==> src/pkg/iop_defs.svh <==
// Purpose: offsets, field positions, reset values and pin maps of the I/O mux
// Assumes: 32-bit APB data, one aligned word per register
// Notes:   definitions only
`ifndef IOP_DEFS_SVH
`define IOP_DEFS_SVH

// ----------------------------------------------------------------------
// Register byte offsets
// ----------------------------------------------------------------------
`define IOP_OFS_DAT0 8'h00
`define IOP_OFS_DAT1 8'h04
`define IOP_OFS_DAT2 8'h08
`define IOP_OFS_DIR0 8'h0C
`define IOP_OFS_DIR1 8'h10
`define IOP_OFS_DIR2 8'h14
`define IOP_OFS_SEL0 8'h18
`define IOP_OFS_SEL1 8'h1C
`define IOP_OFS_SEL2 8'h20
`define IOP_OFS_LOC  8'h24
`define IOP_OFS_ECTL 8'h28
`define IOP_OFS_P1EN 8'h2C
`define IOP_OFS_FLG0 8'h30
`define IOP_OFS_FLG1 8'h34
`define IOP_OFS_FLG2 8'h38
`define IOP_OFS_PEN  8'h3C

// ----------------------------------------------------------------------
// Field positions
// ----------------------------------------------------------------------
`define IOP_LOC_S0    0
`define IOP_LOC_S1    1
`define IOP_LOC_T3    5
`define IOP_LOC_T1    6
`define IOP_ECTL_GRP0LO 3
`define IOP_ECTL_GRP0HI 4
`define IOP_ECTL_GRP2   5
`define IOP_DIR2_PRI  6
`define IOP_SEL2_T1S0 5
`define IOP_SEL2_T4T1 6
`define IOP_SEL2_T3S1 7
`define IOP_SEL2_SER  8

// ----------------------------------------------------------------------
// Reset values
// ----------------------------------------------------------------------
`define IOP_RST_DAT8 8'hFF
`define IOP_RST_DAT5 5'h1F
`define IOP_RST_PIN  21'h1FFFFF

// ----------------------------------------------------------------------
// Pin maps, five bits per function, function 0 lowest
// ----------------------------------------------------------------------
`define IOP_S0_MAP1 {5'h04, 5'h05, 5'h03, 5'h02}
`define IOP_S0_MAP2 {5'h0A, 5'h0B, 5'h0D, 5'h0C}
`define IOP_S1_MAP1 {5'h02, 5'h03, 5'h04, 5'h05}
`define IOP_S1_MAP2 {5'h0C, 5'h0D, 5'h0E, 5'h0F}
`define IOP_T1_MAP1 {5'h04, 5'h03, 5'h02}
`define IOP_T1_MAP2 {5'h08, 5'h09, 5'h0A}
`define IOP_T3_MAP1 {5'h0C, 5'h0B}
`define IOP_T3_MAP2 {5'h0F, 5'h0E}

`endif

==> src/pkg/iop_pkg.sv <==
// Purpose: types shared by the I/O mux and its bench
// Assumes: nothing
// Notes:   constants live in iop_defs.svh
package iop_pkg;

  typedef struct packed {
    logic [7:0]  paddr;
    logic        psel;
    logic        penable;
    logic        pwrite;
    logic [31:0] pwdata;
  } iop_apb_req_t;

  typedef struct packed {
    logic [31:0] prdata;
    logic        pready;
    logic        pslverr;
  } iop_apb_rsp_t;

  // Functions 0..3: RX/MISO, TX/MOSI, RTS/SCK, CTS/SSN
  typedef struct packed {
    logic [3:0] dout;
    logic [3:0] doe;
    logic       uart_no_flow;
  } iop_ser_drv_t;

  typedef struct packed {
    logic [2:0] dout;
    logic [2:0] doe;
  } iop_tmr1_drv_t;

  typedef struct packed {
    logic [1:0] dout;
    logic [1:0] doe;
  } iop_tmr3_drv_t;

  typedef enum logic [1:0] {
    IOP_PRI_SER0  = 2'b00,
    IOP_PRI_SER1  = 2'b01,
    IOP_PRI_TMR1  = 2'b10,
    IOP_PRI_TMR1B = 2'b11
  } iop_p0_pri_t;

endpackage
==> src/core/iop_mux.sv <==
// Purpose: GPIO pin events, DMA triggers and peripheral pin mux, APB slave
// Assumes: pins asynchronous to mclk_i; peripherals on mclk_i
// Notes:   pins 0-7 port 0, 8-15 port 1, 16-20 port 2
//
// Contract
// - GPIO input pins raise events on a software-chosen rising or falling edge.
// - One port-level interrupt enable per port gates that port's request.
// - Each port 1 pin has its own enable besides the port enable.
// - Port 0 has one group enable for pins 0-3, one for 4-7.
// - The five port 2 pins share one group enable.
// - A pin event sets that pin's flag to 1 in its port's flag register.
// - Flags set on events even while the pin's enables are cleared.
// - Writing 0 to a flag bit clears that flag.
// - Port 0 and port 1 each have a DMA trigger on input transitions.
// - Only GPIO input pins cause DMA triggers; peripheral or output pins never.
// - A pin carries a peripheral only when its function-select bit is 1.
// - Both serial units and timers 1, 3 have a location-select bit.
// - Priority bits pick which of two peripherals sharing pins drives them.
// - Port 0 priority 00 serial 0, 01 serial 1, 10/11 timer 1.
// - UART without flow control releases its RTS and CTS pins to others.
// - Port 1: serial 0 wins when serial and timer1-serial0 bits are 0.
// - Port 1: serial 1 wins when serial bit 1, timer3-serial1 bit 0.
// - Port 1: timer 1 wins when timer4-timer1 low and timer1-serial0 high.
// - Port 1: timer 3 beats serial 1 when timer3-serial1 bit is set.
// - Timer 1 routes channels 0-2, timer 3 channels 0-1, to its location.
// - Each serial unit routes its four UART or SPI signals to its location.
// - Reset clears every function-select bit; all pins start as GPIO.
// - Location bit 0 selects the first pin set, 1 the second.
`include "iop_defs.svh"
`timescale 1ns/1ps
`default_nettype none

module iop_mux (
  input  wire logic                    mclk_i,
  input  wire logic                    resetn_i,
  input  wire iop_pkg::iop_apb_req_t   apb_i,
  output wire iop_pkg::iop_apb_rsp_t   apb_o,
  input  wire logic [20:0]             pin_in_i,
  output var  logic [20:0]             pin_out_o,
  output var  logic [20:0]             pin_oe_o,
  input  wire iop_pkg::iop_ser_drv_t   ser0_i,
  input  wire iop_pkg::iop_ser_drv_t   ser1_i,
  input  wire iop_pkg::iop_tmr1_drv_t  tmr1_i,
  input  wire iop_pkg::iop_tmr3_drv_t  tmr3_i,
  output var  logic [3:0]              ser0_in_o,
  output var  logic [3:0]              ser1_in_o,
  output var  logic [2:0]              tmr1_in_o,
  output var  logic [1:0]              tmr3_in_o,
  output var  logic [2:0]              port_irq_o,
  output var  logic                    port_zero_dma_trigger_o,
  output var  logic                    port_one_dma_trigger_o
);
  import iop_pkg::*;

  // ----------------------------------------------------------------------
  // Declarations
  // ----------------------------------------------------------------------
  logic [20:0]  pin_meta;
  logic [20:0]  pin_s;
  logic [20:0]  pin_q;
  logic [7:0]   dat0;
  logic [7:0]   dat1;
  logic [4:0]   dat2;
  logic [7:0]   dir0;
  logic [7:0]   dir1;
  logic [4:0]   dir2;
  logic [7:0]   sel0;
  logic [7:0]   sel1;
  logic [4:0]   sel2;
  logic         loc_s0;
  logic         loc_s1;
  logic         loc_t1;
  logic         loc_t3;
  logic [2:0]   edge_fall;
  logic         grp_p0lo;
  logic         grp_p0hi;
  logic         grp_p2;
  logic [7:0]   p1_pin_en;
  logic [7:0]   flg0;
  logic [7:0]   flg1;
  logic [4:0]   flg2;
  logic [2:0]   port_en;
  iop_p0_pri_t  p0_pri;
  logic         pri_t1s0;
  logic         pri_t4t1;
  logic         pri_t3s1;
  logic         pri_ser;
  logic [31:0]  rd_q;
  logic         err_q;
  logic [31:0]  next_rd;
  logic         next_err;
  logic         wr;
  logic [31:0]  wd;
  logic [20:0]  gp_dat;
  logic [20:0]  gp_dir;
  logic [20:0]  gp_sel;
  logic [20:0]  gp_in;
  logic [20:0]  trig;
  logic [20:0]  toggled;
  logic [19:0]  m_s0;
  logic [19:0]  m_s1;
  logic [14:0]  m_t1;
  logic [9:0]   m_t3;
  logic [4:0]   p;
  logic [20:0]  c_s0;
  logic [20:0]  c_s1;
  logic [20:0]  c_t1;
  logic [20:0]  c_t3;
  logic [20:0]  o_s0;
  logic [20:0]  o_s1;
  logic [20:0]  o_t1;
  logic [20:0]  o_t3;
  logic [20:0]  e_s0;
  logic [20:0]  e_s1;
  logic [20:0]  e_t1;
  logic [20:0]  e_t3;
  logic [20:0]  next_pin_out;
  logic [20:0]  next_pin_oe;
  logic         p0_s1o0;
  logic         p0_t1o0;

  assign gp_dat  = {dat2, dat1, dat0};
  assign gp_dir  = {dir2, dir1, dir0};
  assign gp_sel  = {sel2, sel1, sel0};
  assign gp_in   = ~gp_sel & ~gp_dir;
  assign toggled = pin_s ^ pin_q;
  assign wr      = apb_i.psel & apb_i.penable & apb_i.pwrite;
  assign wd      = apb_i.pwdata;

  // ----------------------------------------------------------------------
  // Pin synchroniser
  // ----------------------------------------------------------------------
  // Resets to the pulled-up level so release gives no false edge
  always_ff @(posedge mclk_i) begin
    if (!resetn_i) begin
      pin_meta <= `IOP_RST_PIN;
      pin_s    <= `IOP_RST_PIN;
      pin_q    <= `IOP_RST_PIN;
    end else begin
      pin_meta <= pin_in_i;
      pin_s    <= pin_meta;
      pin_q    <= pin_s;
    end
  end

  // ----------------------------------------------------------------------
  // APB slave, zero wait states
  // ----------------------------------------------------------------------
  always_comb begin
    next_rd  = 32'h0000_0000;
    next_err = 1'b0;
    unique case (apb_i.paddr)
      `IOP_OFS_DAT0: next_rd[7:0] = pin_s[7:0];
      `IOP_OFS_DAT1: next_rd[7:0] = pin_s[15:8];
      `IOP_OFS_DAT2: next_rd[4:0] = pin_s[20:16];
      `IOP_OFS_DIR0: next_rd[7:0] = dir0;
      `IOP_OFS_DIR1: next_rd[7:0] = dir1;
      `IOP_OFS_DIR2: next_rd[7:0] = {p0_pri, 1'b0, dir2};
      `IOP_OFS_SEL0: next_rd[7:0] = sel0;
      `IOP_OFS_SEL1: next_rd[7:0] = sel1;
      `IOP_OFS_SEL2: next_rd[8:0] = {pri_ser, pri_t3s1, pri_t4t1, pri_t1s0, sel2};
      `IOP_OFS_LOC:  next_rd[7:0] = {1'b0, loc_t1, loc_t3, 3'h0, loc_s1, loc_s0};
      `IOP_OFS_ECTL: next_rd[5:0] = {grp_p2, grp_p0hi, grp_p0lo, edge_fall};
      `IOP_OFS_P1EN: next_rd[7:0] = p1_pin_en;
      `IOP_OFS_FLG0: next_rd[7:0] = flg0;
      `IOP_OFS_FLG1: next_rd[7:0] = flg1;
      `IOP_OFS_FLG2: next_rd[4:0] = flg2;
      `IOP_OFS_PEN:  next_rd[2:0] = port_en;
      default:       next_err     = 1'b1;
    endcase
  end

  // Answer is captured in the setup cycle and stands in the access cycle
  always_ff @(posedge mclk_i) begin
    if (!resetn_i) begin
      rd_q  <= 32'h0000_0000;
      err_q <= 1'b0;
    end else if (apb_i.psel && !apb_i.penable) begin
      rd_q  <= apb_i.pwrite ? 32'h0000_0000 : next_rd;
      err_q <= next_err;
    end
  end

  assign apb_o = '{prdata: rd_q, pready: 1'b1, pslverr: err_q};

  // ----------------------------------------------------------------------
  // GPIO data, direction and function select
  // ----------------------------------------------------------------------
  always_ff @(posedge mclk_i) begin
    if (!resetn_i) begin
      dat0   <= `IOP_RST_DAT8;
      dat1   <= `IOP_RST_DAT8;
      dat2   <= `IOP_RST_DAT5;
      dir0   <= 8'h00;
      dir1   <= 8'h00;
      dir2   <= 5'h00;
      sel0   <= 8'h00;
      sel1   <= 8'h00;
      sel2   <= 5'h00;
      p0_pri <= IOP_PRI_SER0;
    end else if (wr) begin
      unique case (apb_i.paddr)
        `IOP_OFS_DAT0: dat0 <= wd[7:0];
        `IOP_OFS_DAT1: dat1 <= wd[7:0];
        `IOP_OFS_DAT2: dat2 <= wd[4:0];
        `IOP_OFS_DIR0: dir0 <= wd[7:0];
        `IOP_OFS_DIR1: dir1 <= wd[7:0];
        `IOP_OFS_DIR2: begin
          dir2   <= wd[4:0];
          p0_pri <= iop_p0_pri_t'(wd[`IOP_DIR2_PRI +: 2]);
        end
        `IOP_OFS_SEL0: sel0 <= wd[7:0];
        `IOP_OFS_SEL1: sel1 <= wd[7:0];
        `IOP_OFS_SEL2: sel2 <= wd[4:0];
        default: ;
      endcase
    end
  end

  // ----------------------------------------------------------------------
  // Location and priority controls
  // ----------------------------------------------------------------------
  always_ff @(posedge mclk_i) begin
    if (!resetn_i) begin
      loc_s0   <= 1'b0;
      loc_s1   <= 1'b0;
      loc_t1   <= 1'b0;
      loc_t3   <= 1'b0;
      pri_t1s0 <= 1'b0;
      pri_t4t1 <= 1'b0;
      pri_t3s1 <= 1'b0;
      pri_ser  <= 1'b0;
    end else if (wr && apb_i.paddr == `IOP_OFS_LOC) begin
      loc_s0 <= wd[`IOP_LOC_S0];
      loc_s1 <= wd[`IOP_LOC_S1];
      loc_t1 <= wd[`IOP_LOC_T1];
      loc_t3 <= wd[`IOP_LOC_T3];
    end else if (wr && apb_i.paddr == `IOP_OFS_SEL2) begin
      pri_t1s0 <= wd[`IOP_SEL2_T1S0];
      pri_t4t1 <= wd[`IOP_SEL2_T4T1];
      pri_t3s1 <= wd[`IOP_SEL2_T3S1];
      pri_ser  <= wd[`IOP_SEL2_SER];
    end
  end

  // ----------------------------------------------------------------------
  // Interrupt control
  // ----------------------------------------------------------------------
  always_ff @(posedge mclk_i) begin
    if (!resetn_i) begin
      edge_fall <= 3'h0;
      grp_p0lo  <= 1'b0;
      grp_p0hi  <= 1'b0;
      grp_p2    <= 1'b0;
      p1_pin_en <= 8'h00;
      port_en   <= 3'h0;
    end else if (wr) begin
      unique case (apb_i.paddr)
        `IOP_OFS_ECTL: begin
          edge_fall <= wd[2:0];
          grp_p0lo  <= wd[`IOP_ECTL_GRP0LO];
          grp_p0hi  <= wd[`IOP_ECTL_GRP0HI];
          grp_p2    <= wd[`IOP_ECTL_GRP2];
        end
        `IOP_OFS_P1EN: p1_pin_en <= wd[7:0];
        `IOP_OFS_PEN:  port_en   <= wd[2:0];
        default: ;
      endcase
    end
  end

  // ----------------------------------------------------------------------
  // Edge detection, per pin
  // ----------------------------------------------------------------------
  for (genvar i = 0; i < 21; i++) begin : g_evt
    localparam int PT = i / 8;
    assign trig[i] = gp_in[i] & (edge_fall[PT] ? (pin_q[i] & ~pin_s[i])
                                               : (pin_s[i] & ~pin_q[i]));
  end

  // ----------------------------------------------------------------------
  // Event flags
  // ----------------------------------------------------------------------
  // A new event outranks a clear in the same cycle; enables play no part
  always_ff @(posedge mclk_i) begin
    if (!resetn_i) begin
      flg0 <= 8'h00;
      flg1 <= 8'h00;
      flg2 <= 5'h00;
    end else begin
      flg0 <= ((wr && apb_i.paddr == `IOP_OFS_FLG0) ? (flg0 & wd[7:0]) : flg0)
              | trig[7:0];
      flg1 <= ((wr && apb_i.paddr == `IOP_OFS_FLG1) ? (flg1 & wd[7:0]) : flg1)
              | trig[15:8];
      flg2 <= ((wr && apb_i.paddr == `IOP_OFS_FLG2) ? (flg2 & wd[4:0]) : flg2)
              | trig[20:16];
    end
  end

  // ----------------------------------------------------------------------
  // Interrupt requests and DMA triggers
  // ----------------------------------------------------------------------
  // Requests follow flags as levels; a write that clears several flags clears them
  // in the same cycle, so the request drops once and the write never re-raises it
  always_ff @(posedge mclk_i) begin
    if (!resetn_i) begin
      port_irq_o              <= 3'h0;
      port_zero_dma_trigger_o <= 1'b0;
      port_one_dma_trigger_o  <= 1'b0;
    end else begin
      port_irq_o[0] <= port_en[0] & ((grp_p0lo & |flg0[3:0])
                                   | (grp_p0hi & |flg0[7:4]));
      port_irq_o[1] <= port_en[1] & |(flg1 & p1_pin_en);
      port_irq_o[2] <= port_en[2] & grp_p2 & |flg2;
      port_zero_dma_trigger_o <= |(toggled[7:0] & gp_in[7:0]);
      port_one_dma_trigger_o  <= |(toggled[15:8] & gp_in[15:8]);
    end
  end

  // ----------------------------------------------------------------------
  // Peripheral pin claims
  // ----------------------------------------------------------------------
  assign m_s0 = loc_s0 ? `IOP_S0_MAP2 : `IOP_S0_MAP1;
  assign m_s1 = loc_s1 ? `IOP_S1_MAP2 : `IOP_S1_MAP1;
  assign m_t1 = loc_t1 ? `IOP_T1_MAP2 : `IOP_T1_MAP1;
  assign m_t3 = loc_t3 ? `IOP_T3_MAP2 : `IOP_T3_MAP1;

  always_comb begin
    p    = 5'h00;
    c_s0 = '0;
    c_s1 = '0;
    c_t1 = '0;
    c_t3 = '0;
    o_s0 = '0;
    o_s1 = '0;
    o_t1 = '0;
    o_t3 = '0;
    e_s0 = '0;
    e_s1 = '0;
    e_t1 = '0;
    e_t3 = '0;
    for (int f = 0; f < 4; f++) begin
      p = m_s0[5*f +: 5];
      if (f < 2 || !ser0_i.uart_no_flow) begin
        c_s0[p] = 1'b1;
        o_s0[p] = ser0_i.dout[f];
        e_s0[p] = ser0_i.doe[f];
      end
      p = m_s1[5*f +: 5];
      if (f < 2 || !ser1_i.uart_no_flow) begin
        c_s1[p] = 1'b1;
        o_s1[p] = ser1_i.dout[f];
        e_s1[p] = ser1_i.doe[f];
      end
    end
    for (int f = 0; f < 3; f++) begin
      p = m_t1[5*f +: 5];
      c_t1[p] = 1'b1;
      o_t1[p] = tmr1_i.dout[f];
      e_t1[p] = tmr1_i.doe[f];
    end
    for (int f = 0; f < 2; f++) begin
      p = m_t3[5*f +: 5];
      c_t3[p] = 1'b1;
      o_t3[p] = tmr3_i.dout[f];
      e_t3[p] = tmr3_i.doe[f];
    end
  end

  // ----------------------------------------------------------------------
  // Port 0 priority decode
  // ----------------------------------------------------------------------
  always_comb begin
    unique case (p0_pri)
      IOP_PRI_SER0: begin
        p0_s1o0 = 1'b0;
        p0_t1o0 = 1'b0;
      end
      IOP_PRI_SER1: begin
        p0_s1o0 = 1'b1;
        p0_t1o0 = 1'b0;
      end
      IOP_PRI_TMR1, IOP_PRI_TMR1B: begin
        p0_s1o0 = 1'b0;
        p0_t1o0 = 1'b1;
      end
    endcase
  end

  // ----------------------------------------------------------------------
  // Arbitration and pin drive, per pin
  // ----------------------------------------------------------------------
  // Conflicts are settled pairwise; a pair with no priority bit keeps
  // the serial unit ahead of the timer, serial 0 ahead of serial 1 and timer 1 ahead of timer 3
  for (genvar i = 0; i < 21; i++) begin : g_pin
    localparam int PT = i / 8;
    logic s1o0;
    logic t1o0;
    logic t1o1;
    logic t3o1;
    logic w_s0;
    logic w_s1;
    logic w_t1;
    logic w_t3;
    if (PT == 0) begin : g_p0
      assign s1o0 = p0_s1o0;
      assign t1o0 = p0_t1o0;
      assign t1o1 = p0_t1o0;
      assign t3o1 = 1'b0;
    end else if (PT == 1) begin : g_p1
      assign s1o0 = pri_ser;
      assign t1o0 = pri_t1s0 & ~pri_t4t1;
      assign t1o1 = 1'b0;
      assign t3o1 = pri_t3s1;
    end else begin : g_p2
      assign s1o0 = 1'b0;
      assign t1o0 = 1'b0;
      assign t1o1 = 1'b0;
      assign t3o1 = 1'b0;
    end
    assign w_s0 = c_s0[i] & ~(c_s1[i] & s1o0) & ~(c_t1[i] & t1o0);
    assign w_s1 = c_s1[i] & ~w_s0 & ~(c_t1[i] & t1o1) & ~(c_t3[i] & t3o1);
    assign w_t1 = c_t1[i] & ~w_s0 & ~w_s1;
    assign w_t3 = c_t3[i] & ~w_s0 & ~w_s1 & ~w_t1;
    always_comb begin
      if (!gp_sel[i]) begin
        next_pin_out[i] = gp_dat[i];
        next_pin_oe[i]  = gp_dir[i];
      end else if (w_s0) begin
        next_pin_out[i] = o_s0[i];
        next_pin_oe[i]  = e_s0[i];
      end else if (w_s1) begin
        next_pin_out[i] = o_s1[i];
        next_pin_oe[i]  = e_s1[i];
      end else if (w_t1) begin
        next_pin_out[i] = o_t1[i];
        next_pin_oe[i]  = e_t1[i];
      end else begin
        next_pin_out[i] = o_t3[i];
        next_pin_oe[i]  = e_t3[i] & w_t3;
      end
    end
  end

  // Registered drive adds one cycle, equal on every pin, so SPI and
  // timer edges keep their relative timing
  always_ff @(posedge mclk_i) begin
    if (!resetn_i) begin
      pin_out_o <= `IOP_RST_PIN;
      pin_oe_o  <= 21'h000000;
    end else begin
      pin_out_o <= next_pin_out;
      pin_oe_o  <= next_pin_oe;
    end
  end

  // ----------------------------------------------------------------------
  // Peripheral inputs from the selected location
  // ----------------------------------------------------------------------
  always_ff @(posedge mclk_i) begin
    if (!resetn_i) begin
      ser0_in_o <= 4'hF;
      ser1_in_o <= 4'hF;
      tmr1_in_o <= 3'h7;
      tmr3_in_o <= 2'h3;
    end else begin
      for (int f = 0; f < 4; f++) begin
        ser0_in_o[f] <= pin_s[m_s0[5*f +: 5]];
        ser1_in_o[f] <= pin_s[m_s1[5*f +: 5]];
      end
      for (int f = 0; f < 3; f++) begin
        tmr1_in_o[f] <= pin_s[m_t1[5*f +: 5]];
      end
      for (int f = 0; f < 2; f++) begin
        tmr3_in_o[f] <= pin_s[m_t3[5*f +: 5]];
      end
    end
  end

endmodule

`default_nettype wire

==> config.mk <==
export PLATFORM = sky130hd
export DESIGN_NAME = iop_mux
export DESIGN_NICKNAME = d
export VERILOG_FILES = /design/src/pkg/iop_pkg.sv /design/src/core/iop_mux.sv
export VERILOG_INCLUDE_DIRS = /design/src /design/src/pkg
export SDC_FILE = /design/constraint.sdc
export NUM_CORES = 1
export LEC_CHECK = 0
export BUFFER_PORTS_ARGS = -buffer_cell sky130_fd_sc_hd__buf_2
export CORE_ASPECT_RATIO = 1.5
export CORE_MARGIN = 5
export CORE_UTILIZATION = 50
export DETAILED_ROUTE_END_ITERATION = 16
export MAX_ROUTING_LAYER = met4
export PLACE_DENSITY = 0.72
export SYNTH_ARGS = -nofsm -noshare
export SYNTH_HDL_FRONTEND = slang
export SYNTH_SLANG_ARGS = --single-unit
==> constraint.sdc <==
create_clock -name mclk_i -period 2.48 [get_ports mclk_i]
set_input_delay 0.744 -clock mclk_i [delete_from_list [all_inputs] [get_ports mclk_i]]
set_output_delay 0.744 -clock mclk_i [all_outputs]
set_load 0.01 [all_outputs]
==> results.sh <==
export IMPL_async_flop_share_pct=0
export IMPL_yosys_top_cells_area="dfxtp_1 (44%), nand2_1 (5.6%), a21boi_0 (5.0%)"
export IMPL_root_buffer="clkbuf_16"
export IMPL_cts_tree="yes"
export IMPL_syn_inst=1240
export IMPL_yosys_warnings=0
export IMPL_fin_util_pct=61.0
export IMPL_netlist_area_mm2=0.0111
export IMPL_die_x_um=131
export IMPL_clockPowerShare_pct=42.0
export IMPL_maxCapViolCount=0
export IMPL_arrival_ps=2440
export IMPL_p_int_uw=6110
export IMPL_yosysSeqAreaShare_pct=44.1
export IMPL_grt_total_usage_pct=31.3
export IMPL_clk_pin_slew_worst_paths_ps=60
export IMPL_critical_path_class="input pin to flop"
export IMPL_fin_setup_tns_ps=0
export IMPL_drt_pass1_iter_count=5
export IMPL_swShare_pct=23.4
export IMPL_rows=66
export IMPL_min_from="pin_meta[9]"
export IMPL_fp_dieArea_mm2=0.0253
export IMPL_status="finished, final reports clean"
export IMPL_h_tree_depth=1
export IMPL_gp_congestion=1.05
export IMPL_io_buffers=140
export IMPL_diodes=0
export IMPL_synthTopCellsByCount="dfxtp_1 (244), nand2_1 (164), nand3_1 (93)"
export IMPL_drv_slew=0
export IMPL_initial_core_util_pct=51.0
export IMPL_syn_to_final_growth_pct=19.6
export IMPL_required_ps=2850
export IMPL_post_drt_wl_per_cell_um=23.2
export IMPL_fin_skew_ps=10.9
export IMPL_antenna_found_initial=0
export IMPL_dp_hpwl_um=30000
export IMPL_post_cts_setup_buffers=0
export IMPL_die_h_um=192
export IMPL_grt_remaining_overflow=0
export IMPL_power_frac_comb_pct=7.5
export IMPL_p_sw_uw=1860
export IMPL_cts_sinks=244
export IMPL_nets=1547
export IMPL_crit_start="apb_i[39]"
export IMPL_synth_edf_count=0
export IMPL_synth_most_common_cell="dfxtp_1"
export IMPL_drt_vias_per_instance=5.83
export IMPL_finalInstanceArea_mm2=0.0132
export IMPL_critPathLaunchType="input pin"
export IMPL_ant_nets=0
export IMPL_io_pins=188
export IMPL_drc=0
export IMPL_layout_drive_gt1_share_pct=21.8
export IMPL_pwr_density_cell_mw_per_mm2=602
export IMPL_dp_cells=1668
export IMPL_timing_rr_start="loc_t1"
export IMPL_wirelength_um=39600
export IMPL_synth_top_area_cell="dfxtp_1"
export IMPL_cts_buffers_inserted=23
export IMPL_hold_buffers=0
export IMPL_period_needed_ps=2070
export IMPL_fmax_ghz=0.482
export IMPL_clk_latency_ps=510
export IMPL_ys_seq_elements=244
export IMPL_cts_resized=0
export IMPL_worstSetupEndpointType="flop"
export IMPL_grt_max_degree=86
export IMPL_period_share_pct=83.7
export IMPL_vias=9965
export IMPL_synth_distinct_cells=71
export IMPL_leakage_uw=0.00558
export IMPL_hold_path_class="flop to flop"
export IMPL_first_iter_violations=674
export IMPL_max_slew_margin_pct=53.7
export IMPL_worst_path_max_fanout=25
export IMPL_design_core_area_mm2=0.0217
export IMPL_ys_flop_type="dfxtp_1"
export IMPL_synth_top_area_share_pct=44.1
export IMPL_synth_area_per_cell_um2=8.92
export IMPL_seqPwrFrac_pct=50.5
export IMPL_placedInstanceArea_mm2=0.0125
export IMPL_max_vdd_ir_drop_uv=558
export IMPL_cts_buffer_depth=3
export IMPL_hold_viol=0
export IMPL_grt_pass1_wl_um=59000
export IMPL_grt_pass1_vias=9859
export IMPL_finalNonFillerCells=1709
export IMPL_setup_violations_final=0
export IMPL_rsz0062_at_grt="false"
export IMPL_worst_pin_slew_ps=694
export IMPL_power_uw=7970
-- critical path: stages --
cell      delay, ps
buf_2           110
buf_4           220
nor4b_2         380
buf_4           380
nand2_1         310
nand2_1         160
a21boi_0        130
-- kinds of logic (layout without fill, tap and decap cells) --
family | count (synthesis) | in the layout | share of synthesized area [%]
flip-flops | 244 | 244 | 44.1
AO/OA/AOI/OAI | 260 | 260 | 16.6
buffers and inverters | 162 | 337 | 6.90
multiplexers | 69 | 69 | 6.72
AND/OR/NAND/NOR | 470 | 470 | 21.9
adder cells (fa/ha/maj) | 32 | 32 | 3.62
other | 2 | 24 | 0.0679
XOR/XNOR | 1 | 1 | 0.0792
-- layout make-up --
| class | instances | area (um^2) |
|---|---|---|
| Clock buffer | 33 | 673 |
| Clock inverter | 8 | 47.5 |
| Fill cell | 1958 | 8480 |
| Inverter | 56 | 210 |
| Multi-Input combinational cell | 856 | 5530 |
| Sequential cell | 244 | 4880 |
| Tap cell | 272 | 340 |
| Timing Repair Buffer | 240 | 1560 |
-- per-layer routing --
layer	vias up	global-route usage, %	routed length (um)
li1	4637	-	-
met1	4745	35.4	14900
met2	465	53.9	19500
met3	118	3.22	2470
met4	0	18.4	2760
met5	-	-	0
-- worst paths after layout --
kind	endpoint	slack, ps	depth (start not counted)
max	sel0[3]	410	7
min	pin_s[9]	410	1
max reg2reg	pin_oe_o[3]	490	4
min reg2reg	pin_s[9]	410	1
-- per-stage QoR --
stage / hold slack [ps] / worst slack [ps]
after CTS: 393 / 467
after global placement: 389 / -28.4
final: 406 / 405
after detailed placement: 392 / -45.6
after floorplan: 386 / 313
after global routing: 405 / 301
-- sequential cells by signal, summed over array words and instances, names as in the netlist, 8 cells and up --
register / cells
pin_oe_o: 21
pin_q: 21
p1_pin_en: 8
dat0: 8
pin_s: 21
sel1: 8
sel0: 8
pin_out_o: 21
dir1: 8
pin_meta: 21
rd_q: 9
dat1: 8
flg0: 8
flg1: 8
dir0: 8
-- power groups by stage --
stage	Combinational (uW)	Clock [uW]	Sequential, uW
6_report	598	3350	4030
3_5_place_dp	585	0	4110
2_1_floorplan	352	0	4100
3_3_place_gp	581	0	4110
5_1_grt	639	3590	4030
4_1_cts	589	3410	4030
-- cell usage in the layout, fill, tap and decap left out, types with 32 or more instances in the layout --
cell and count:
buf_4 92, inv_1 56, o21ai_0 56, a21boi_0 73, nand3_1 93, buf_2 139, ha_1 32, nand2_1 164
mux2i_1 54, dfxtp_1 244, nand2b_1 56, nor2_1 37
(Power assumes the default switching activity.)
